`config.mk`:
```
export PLATFORM = sky130hd
export DESIGN_NAME = cpu_operating_state_control
export DESIGN_NICKNAME = d
export VERILOG_FILES = /design/src/rtl/opstate_pkg.sv /design/src/rtl/bus_cycle_timer.sv /design/src/rtl/cpu_operating_state_control.sv
export SDC_FILE = /design/constraint.sdc
export NUM_CORES = 1
export LEC_CHECK = 0
export ABC_AREA = 1
export BUFFER_PORTS_ARGS = -buffer_cell sky130_fd_sc_hd__buf_4
export CAP_MARGIN = 10
export CELL_PAD_IN_SITES_DETAIL_PLACEMENT = 1
export CELL_PAD_IN_SITES_GLOBAL_PLACEMENT = 1
export CORE_MARGIN = 5
export CORE_UTILIZATION = 35
export CTS_CLUSTER_SIZE = 40
export DETAILED_ROUTE_END_ITERATION = 12
export PLACE_DENSITY_LB_ADDON = 0.12
export SLEW_MARGIN = 10
export SYNTH_ARGS = -nofsm -noshare
export SYNTH_HDL_FRONTEND = slang
export SYNTH_HIERARCHICAL = 1
export SYNTH_SLANG_ARGS = --single-unit
```
`constraint.sdc`:
```
create_clock -name clk_sys -period 5.2 [get_ports clk_sys]
set_input_delay 1.04 -clock clk_sys [delete_from_list [all_inputs] [get_ports clk_sys]]
set_output_delay 1.04 -clock clk_sys [all_outputs]
set_load 0.02 [all_outputs]
```
`src/rtl/opstate_pkg.sv`:
```
/*
  Shared types and constants for the operating-state sequencer.
  Assumes a single 40 MHz processor clock and an asynchronous active-high reset.
*/
package opstate_pkg;

  // Clock and reset timing
  localparam int CLK_PERIOD_NS = 25;
  localparam int RESET_ENTRY_CYCLES = 5;

  // Address and data widths
  localparam int ADDR_W = 16;
  localparam int SEG_W = 7;
  localparam int WORD_W = 16;

  // Flag-and-control word bit positions
  localparam int FLAGS_SYS_POS = 14;
  localparam int FLAGS_SEG_POS = 15;
  localparam int FLAGS_EPU_POS = 13;

  // Refresh interval
  localparam logic [7:0] REFRESH_INTERVAL = 8'h3F;

  // Reset values of program status
  localparam logic [WORD_W-1:0] FLAGS_RESET = 16'h4000;
  localparam logic [ADDR_W-1:0] PC_RESET = 16'h0000;
  localparam logic [SEG_W-1:0] SEG_RESET = 7'h00;

  // Vector addresses and status word loaded on exception entry
  localparam logic [ADDR_W-1:0] TRAP_PC = 16'h0010;
  localparam logic [ADDR_W-1:0] INT_PC = 16'h0020;
  localparam logic [WORD_W-1:0] EXC_FLAGS = 16'h4000;

  // Instruction classes reported by the decoder
  typedef enum logic [2:0] {
    CLS_PLAIN,
    CLS_BRANCH,
    CLS_PRIV,
    CLS_EXT,
    CLS_LOAD_PS
  } instr_class_e;

  // Operating states
  typedef enum logic [1:0] {
    OP_RESET,
    OP_RUN,
    OP_STOP,
    OP_DISC
  } op_state_e;

  // Running-state micro steps
  typedef enum logic [2:0] {
    ST_FETCH,
    ST_EXEC,
    ST_SAVE_PC,
    ST_SAVE_FLAGS,
    ST_LOAD
  } run_step_e;

  // Bus cycle kinds
  typedef enum logic [1:0] {
    CYC_NONE,
    CYC_FETCH,
    CYC_REFRESH,
    CYC_WRITE
  } cyc_kind_e;

  // One memory cycle issued by the sequencer
  typedef struct packed {
    cyc_kind_e kind;
    logic [SEG_W-1:0] segmented_mode_bit;
    logic [ADDR_W-1:0] offset;
    logic [WORD_W-1:0] wdata;
  } bus_cycle_s;

  // Word delivered by the decoder for the instruction just fetched
  typedef struct packed {
    instr_class_e cls;
    logic last_word;
    logic [ADDR_W-1:0] target;
    logic [WORD_W-1:0] new_flags;
  } decode_s;

endpackage : opstate_pkg

```
`src/rtl/bus_cycle_timer.sv`:
```
/*
  Two-phase bus cycle timer: segment phase then offset phase.
  Assumes start is a single-cycle pulse from the sequencer on the same clock.
*/
`timescale 1ns/1ps
module bus_cycle_timer
  import opstate_pkg::*;
(
  // Clock and reset
  input wire logic clk_sys,
  input wire logic reset,
  // Control
  input wire logic start,
  // Status
  output logic busy,
  output logic seg_phase,
  output logic done
);

  typedef struct packed {
    logic [1:0] phase;
    logic done;
  } timer_s;

  timer_s st_q;
  timer_s st_d;

  // Segment phase, offset phase, then complete
  always_comb begin
    st_d = st_q;
    st_d.done = 1'b0;
    case (st_q.phase)
      2'd0: begin
        if (start) begin
          st_d.phase = 2'd1;
        end
      end
      2'd1: st_d.phase = 2'd2;
      2'd2: begin
        st_d.phase = 2'd0;
        st_d.done = 1'b1;
      end
      default: st_d.phase = 2'd0;
    endcase
  end

  // State register
  always_ff @(posedge clk_sys or posedge reset) begin
    if (reset) begin
      st_q <= '0;
    end else begin
      st_q <= st_d;
    end
  end

  assign busy = (st_q.phase != 2'd0);
  assign seg_phase = (st_q.phase == 2'd1);
  assign done = st_q.done;

endmodule : bus_cycle_timer

```
`src/rtl/cpu_operating_state_control.sv`:
```
/*
  Operating-state sequencer: running, stop/refresh and bus-disconnect,
  plus the fetch/execute loop with exception entry.
  Assumes an external decoder that classifies each fetched word in the same
  cycle, and bus-request and suspend inputs that come from outside the clock.
*/
// How it works
// - Exactly one of three operating states
// - Suspend or refresh due enters stop/refresh
// - Stop/refresh issues only back-to-back refreshes
// - Leave stop when suspend low, none pending
// - Grant asserted before entering bus-disconnect (from reset, grant and disconnect come in the same cycle)
// - Disconnect floats bus outputs, no activity
// - Request release leaves bus-disconnect
// - Bus request outranks all other transitions
// - Reset reaches nonoperational state within five cycles
// - Reset release picks state from inputs
// - Running repeats fetch then execute
// - Ordinary instruction advances past last word
// - Branch-type instructions load the target
// - Fetch next word overlaps current execution
// - Check traps and interrupts between instructions
// - Exception saves status, loads fresh status
// - Mode comes from three control bits
// - Segment number driven before the offset
// - Segmented mode uses 23-bit addresses
// - Normal mode refuses privileged instructions
// - Missing extended unit traps extended instructions
`timescale 1ns/1ps
module cpu_operating_state_control
  import opstate_pkg::*;
(
  // Clock and reset
  input wire logic clk_sys,
  input wire logic reset,
  // External master and suspend control
  input wire logic bus_request_in,
  input wire logic suspend_in,
  output logic bus_grant_out,
  // Exception requests
  input wire logic irq_in,
  input wire logic irq_mask_in,
  // Decoder
  input wire decode_s dec_in,
  // Memory bus
  output bus_cycle_s bus_out,
  output logic bus_oe,
  output logic seg_early,
  // Status
  output op_state_e op_state,
  output logic [WORD_W-1:0] flag_control_word,
  output logic [ADDR_W-1:0] pc_out,
  output logic nonop_out
);

  typedef struct packed {
    logic [1:0] req_sync;
    logic [1:0] sus_sync;
    op_state_e state;
    run_step_e step;
    logic [ADDR_W-1:0] pc;
    logic [SEG_W-1:0] pc_seg;
    logic [WORD_W-1:0] flags;
    logic [ADDR_W-1:0] saved_pc;
    logic [ADDR_W-1:0] vec_pc;
    logic [7:0] ref_cnt;
    logic ref_due;
    logic grant;
    logic oe;
    logic seg_early;
    logic look_ahead;
    bus_cycle_s cyc;
    logic cyc_start;
    logic [1:0] settle;
    logic nonop;
  } ctl_s;

  ctl_s s_q;
  ctl_s s_d;
  logic bt_busy;
  logic bt_seg;
  logic bt_done;
  logic req_s;
  logic sus_s;
  logic boundary;
  logic exc_pending;
  logic trap_now;

  // Bus-cycle phase timer
  bus_cycle_timer u_timer (
    .clk_sys(clk_sys),
    .reset(reset),
    .start(s_q.cyc_start),
    .busy(bt_busy),
    .seg_phase(bt_seg),
    .done(bt_done)
  );

  // Address of the next fetch, cut to the active mode width
  function automatic logic [SEG_W-1:0] fetch_seg(input logic [WORD_W-1:0] flags, input logic [SEG_W-1:0] segmented_mode_bit);
    fetch_seg = flags[FLAGS_SEG_POS] ? segmented_mode_bit : SEG_RESET;
  endfunction : fetch_seg

  // Pack a bus cycle
  function automatic bus_cycle_s make_cyc(input cyc_kind_e k, input logic [SEG_W-1:0] sg,
                                          input logic [ADDR_W-1:0] off, input logic [WORD_W-1:0] wd);
    make_cyc.kind = k;
    make_cyc.segmented_mode_bit = sg;
    make_cyc.offset = off;
    make_cyc.wdata = wd;
  endfunction : make_cyc

  // Instructions whose target replaces the sequential counter
  function automatic logic takes_target(input instr_class_e cls);
    takes_target = (cls == CLS_BRANCH) || (cls == CLS_LOAD_PS);
  endfunction : takes_target

  // Synchronised versions of the pin inputs
  assign req_s = s_q.req_sync[1];
  assign sus_s = s_q.sus_sync[1];
  // Transitions only between bus cycles
  assign boundary = !bt_busy && !s_q.cyc_start;
  assign exc_pending = irq_in && !irq_mask_in;
  // Privileged in normal mode, or extended with no unit, traps
  assign trap_now = ((dec_in.cls == CLS_PRIV) && !s_q.flags[FLAGS_SYS_POS]) ||
                    ((dec_in.cls == CLS_EXT) && !s_q.flags[FLAGS_EPU_POS]);

  // Next-state logic
  always_comb begin
    s_d = s_q;
    s_d.req_sync = {s_q.req_sync[0], bus_request_in};
    s_d.sus_sync = {s_q.sus_sync[0], suspend_in};
    s_d.cyc_start = 1'b0;
    s_d.seg_early = bt_seg && s_q.flags[FLAGS_SEG_POS];
    // Refresh counter runs outside disconnect and reset
    if (s_q.state != OP_DISC && s_q.state != OP_RESET) begin
      if (s_q.ref_cnt == REFRESH_INTERVAL) begin
        s_d.ref_cnt = '0;
        s_d.ref_due = 1'b1;
      end else begin
        s_d.ref_cnt = s_q.ref_cnt + 8'h01;
      end
    end
    case (s_q.state)
      OP_RESET: begin
        // Wait until both sync stages hold post-reset pin levels, then pick the state
        s_d.settle = {s_q.settle[0], 1'b1};
        if (!s_q.settle[1]) begin
          s_d.state = OP_RESET;
        end else if (req_s) begin
          s_d.grant = 1'b1;
          s_d.state = OP_DISC;
          s_d.oe = 1'b0;
        end else if (sus_s) begin
          s_d.state = OP_STOP;
          s_d.oe = 1'b1;
        end else begin
          s_d.state = OP_RUN;
          s_d.oe = 1'b1;
        end
      end
      OP_RUN, OP_STOP: begin
        if (boundary) begin
          if (req_s) begin
            // Grant first, float bus next cycle
            if (!s_q.grant) begin
              s_d.grant = 1'b1;
            end else begin
              s_d.state = OP_DISC;
              s_d.oe = 1'b0;
            end
          end else if (sus_s || s_q.ref_due) begin
            s_d.state = OP_STOP;
            s_d.ref_due = (s_q.ref_cnt == REFRESH_INTERVAL); // Set wins over clear
            s_d.cyc = make_cyc(CYC_REFRESH, SEG_RESET, {8'h00, s_q.ref_cnt}, '0);
            s_d.cyc_start = 1'b1;
          end else if (s_q.state == OP_STOP) begin
            s_d.state = OP_RUN;
          end else begin
            // Running micro sequence
            case (s_q.step)
              ST_FETCH: begin
                s_d.cyc = make_cyc(CYC_FETCH, fetch_seg(s_q.flags, s_q.pc_seg), s_q.pc, '0);
                s_d.cyc_start = 1'b1;
                s_d.step = ST_EXEC;
              end
              ST_EXEC: begin
                if (trap_now) begin
                  s_d.vec_pc = TRAP_PC;
                  s_d.saved_pc = s_q.pc;
                  s_d.step = ST_SAVE_PC;
                end else if (!dec_in.last_word) begin
                  s_d.pc = s_q.pc + 16'h0002;
                  s_d.step = ST_FETCH;
                end else begin
                  if (takes_target(dec_in.cls)) begin
                    s_d.pc = dec_in.target;
                    if (dec_in.cls == CLS_LOAD_PS) begin
                      s_d.flags = dec_in.new_flags;
                    end
                    s_d.look_ahead = 1'b0;
                  end else begin
                    s_d.pc = s_q.pc + 16'h0002;
                    s_d.look_ahead = 1'b1;
                  end
                  if (exc_pending) begin
                    s_d.vec_pc = INT_PC;
                    s_d.saved_pc = takes_target(dec_in.cls) ? dec_in.target : s_q.pc + 16'h0002;
                    s_d.step = ST_SAVE_PC;
                  end else if (!takes_target(dec_in.cls)) begin
                    // Next word fetched while this one retires
                    s_d.cyc = make_cyc(CYC_FETCH, fetch_seg(s_q.flags, s_q.pc_seg), s_q.pc + 16'h0002, '0);
                    s_d.cyc_start = 1'b1;
                    s_d.step = ST_EXEC;
                  end else begin
                    s_d.step = ST_FETCH;
                  end
                end
              end
              ST_SAVE_PC: begin
                s_d.cyc = make_cyc(CYC_WRITE, fetch_seg(s_q.flags, s_q.pc_seg), s_q.pc, s_q.saved_pc);
                s_d.cyc_start = 1'b1;
                s_d.step = ST_SAVE_FLAGS;
              end
              ST_SAVE_FLAGS: begin
                s_d.cyc = make_cyc(CYC_WRITE, fetch_seg(s_q.flags, s_q.pc_seg), s_q.pc, s_q.flags);
                s_d.cyc_start = 1'b1;
                s_d.step = ST_LOAD;
              end
              ST_LOAD: begin
                s_d.pc = s_q.vec_pc;
                s_d.flags = EXC_FLAGS;
                s_d.step = ST_FETCH;
              end
              default: s_d.step = ST_FETCH;
            endcase
          end
        end
      end
      OP_DISC: begin
        // No activity until the request is released
        if (!req_s) begin
          s_d.grant = 1'b0;
          s_d.oe = 1'b1;
          s_d.state = sus_s ? OP_STOP : OP_RUN;
        end
      end
      default: s_d.state = OP_RESET;
    endcase
    if (s_d.state == OP_DISC) begin
      s_d.cyc = make_cyc(CYC_NONE, SEG_RESET, PC_RESET, '0);
    end
    // Nonoperational flag kept in its own flip-flop
    s_d.nonop = (s_d.state == OP_RESET);
  end

  // State register; reset acts at once
  always_ff @(posedge clk_sys or posedge reset) begin
    if (reset) begin
      s_q <= '0;
      s_q.state <= OP_RESET;
      s_q.step <= ST_FETCH;
      s_q.pc <= PC_RESET;
      s_q.pc_seg <= SEG_RESET;
      s_q.flags <= FLAGS_RESET;
      s_q.nonop <= 1'b1;
    end else begin
      s_q <= s_d;
    end
  end

  // Outputs straight from flip-flops
  assign bus_grant_out = s_q.grant;
  assign bus_out = s_q.cyc;
  assign bus_oe = s_q.oe;
  assign seg_early = s_q.seg_early;
  assign op_state = s_q.state;
  assign flag_control_word = s_q.flags;
  assign pc_out = s_q.pc;
  assign nonop_out = s_q.nonop;
endmodule : cpu_operating_state_control

```
==> impl_metrics.py <==
metrics = {
    "final_layout": {
        "drive_gt1_share_pct": 18.5,
        "final_util_pct": 39.4,
        "diodes": 0,
        "fin_nets": 949,
        "area_growth_pct": 11.6,
        "layout_commonest_cell": "nand2_1",
        "final_cell_area_um2": 7310,
        "final_cell_mix": "261 x nand2_1, 114 x buf_4, 109 x dfrtp_1",
    },
    "clock_tree": {
        "clock-root-buffer": "clkbuf_16",
        "clock-sinks": 111,
        "cts_buffers": 9,
        "clk_path_buf_depth": 2,
        "htreeDepth": 3,
        "post_cts_buffers": 0,
        "clk_pin_slew_ns": 0.08,
        "cts_tree": "built",
        "cts_hold_buf": 0,
        "clock_latency_ns": 0.36,
        "cts_resized": 0,
    },
    "sta": {
        "worst_slew_pin_slew_ns": 1.15,
        "max_slew_margin_pct": 23.0,
        "finalSetupViolCount": 0,
        "timing.fmax_mhz": 317,
        "hold_viol": 0,
        "skew_ns": 0.00844,
        "tns_ns": 0,
        "grt_setup_unrepaired": "false",
        "period_minus_slack_ns": 3.16,
        "slew_violations": 0,
        "period_share_pct": 60.8,
    },
    "global_route": {
        "grt_pass1_vias": 6305,
        "grt_first_pass_wirelength_um": 34500,
        "track_usage_pct": 20.0,
        "grt_max_degree": 76,
        "overflow": 0,
        "grt_antenna_before_repair": 0,
    },
    "drt": {
        "ant_nets": 0,
        "drc": 0,
        "routedWlPerCell_um": 18.8,
        "drtIter0Drc": 228,
        "drt_pass1_iterations": 4,
        "via_count": 5812,
        "viasPerCell": 5.10,
        "wl_um": 21500,
    },
    "setup_path": {
        "path_cells": "inv_1 > ha_1 > inv_1 > nor2_2 > nand2_2 > nor3_4 > inv_2 > a211oi_4 > o21ai_0 > o21ai_0",
        "critical_path.slowest_cell": "a211oi_4",
        "r2r-start": "op_state[1]",
        "cpPeakStageDelay_ns": 0.86,
        "arrival_ns": 3.45,
        "critPathLaunch": "op_state[1]",
        "crit_path_max_fanout": 32,
        "crit_type": "flip-flop to flip-flop",
        "cp.required_ns": 5.49,
        "worstSetupEndpointType": "flip-flop",
        "cp-start-kind": "flip-flop",
    },
    "die": {
        "die_x_um": 147,
        "dieArea_um2": 21600,
        "die-height_um": 147,
        "core_um2": 18600,
        "placementRows": 50,
        "start_util_pct": 35.3,
        "ios": 121,
    },
    "yosys": {
        "syn_inst": 871,
        "synth_area_um2": 6550,
        "avgSynthCellArea_um2": 7.52,
        "ys.warnings.count": 6,
    },
    "worst_hold_path": {
        "hp-class": "flip-flop to flip-flop",
        "worstHoldStart": "s_d[137]",
    },
    "placement": {
        "dp_hpwl_um": 16100,
        "gp_congestion": 0.853,
        "io_buffer_count": 113,
        "dpl-instance-area_um2": 7020,
    },
    "power_and_ir_drop": {
        "pwr-share-clk_pct": 16.9,
        "peakVddDrop_mv": 0.258,
        "pwr-share-seq_pct": 33.6,
        "p_per_area_nw_per_um2": 573,
        "pwr-share-comb_pct": 49.5,
        "p_leak_nw": 3.80,
        "p_sw_share_pct": 48.7,
        "p_switching_mw": 2.04,
        "power.internal_mw": 2.15,
    },
    "run_status": {
        "status": "completed",
    },
    "flow_run": {
        "max_cap_violations": 0,
    },
}
[sequential cells by signal, summed over array words and instances (netlist names), 2 cells and up]
signal             cells
s_q                   34
u_timer/st_q           2
bus_out               34
pc_out                16
op_state               2
flag_control_word     16
s_d                    2
[layout make-up]
type,instances,area (um^2)
inverters,101,382
fillers,2315,11300
repair buffers,114,856
multi-input cells,564,2710
flip-flops and latches,111,2780
well taps,234,293
clock buffers,11,243
clock inverters,5,48.8
[stage by stage]
step	power (mW)	worst slack, ns	hold WS, ns	instances
6_report	4.19	2.04	0.354	1140
5_1_grt	4.52	1.62	0.370	1140
4_1_cts	4.25	2.00	0.359	1140
3_5_place_dp	3.52	1.74	0.340	1124
3_3_place_gp	3.46	1.83	0.340	1124
2_1_floorplan	2.97	1.29	0.331	877
[worst max-delay path, delay by kind of cell (launching register included)]
family | cells | cell delay [ns]
compound gates | 3 | 1.23
fa+ha+maj | 1 | 0.51
flops | 1 | 0.48
simple gates | 3 | 0.44
buf+inv | 3 | 0.42
[layer usage]
metal | wire, um | track usage (%) | vias up
met5 | 0 | 0 | -
met4 | 414 | 5.64 | 0
met3 | 919 | 3.61 | 23
met2 | 10900 | 35.7 | 125
met1 | 9240 | 24.8 | 2903
li1 | - | - | 2761
[worst paths after layout]
path / cells past startpoint / to / slack, ns
max: 10 / flag_control_word[14] / 2.04
max reg2reg: 10 / flag_control_word[14] / 2.04
max in group asynchronous: 3 / flag_control_word[14] / 3.23
min: 0 / req_s / 0.35
min reg2reg: 0 / req_s / 0.35
min in group asynchronous: 2 / u_timer/st_q[2] / 0.55
[power by group through the flow]
stage                     sequential [mW]  combinational [mW]  clock, mW
after floorplan                      1.33                1.63          0
after global placement               1.41                2.06          0
after detailed placement             1.42                2.10          0
after CTS                            1.41                2.12      0.729
after global routing                 1.45                2.30      0.765
final                                1.41                2.08      0.709
(Power assumes the default switching activity.)
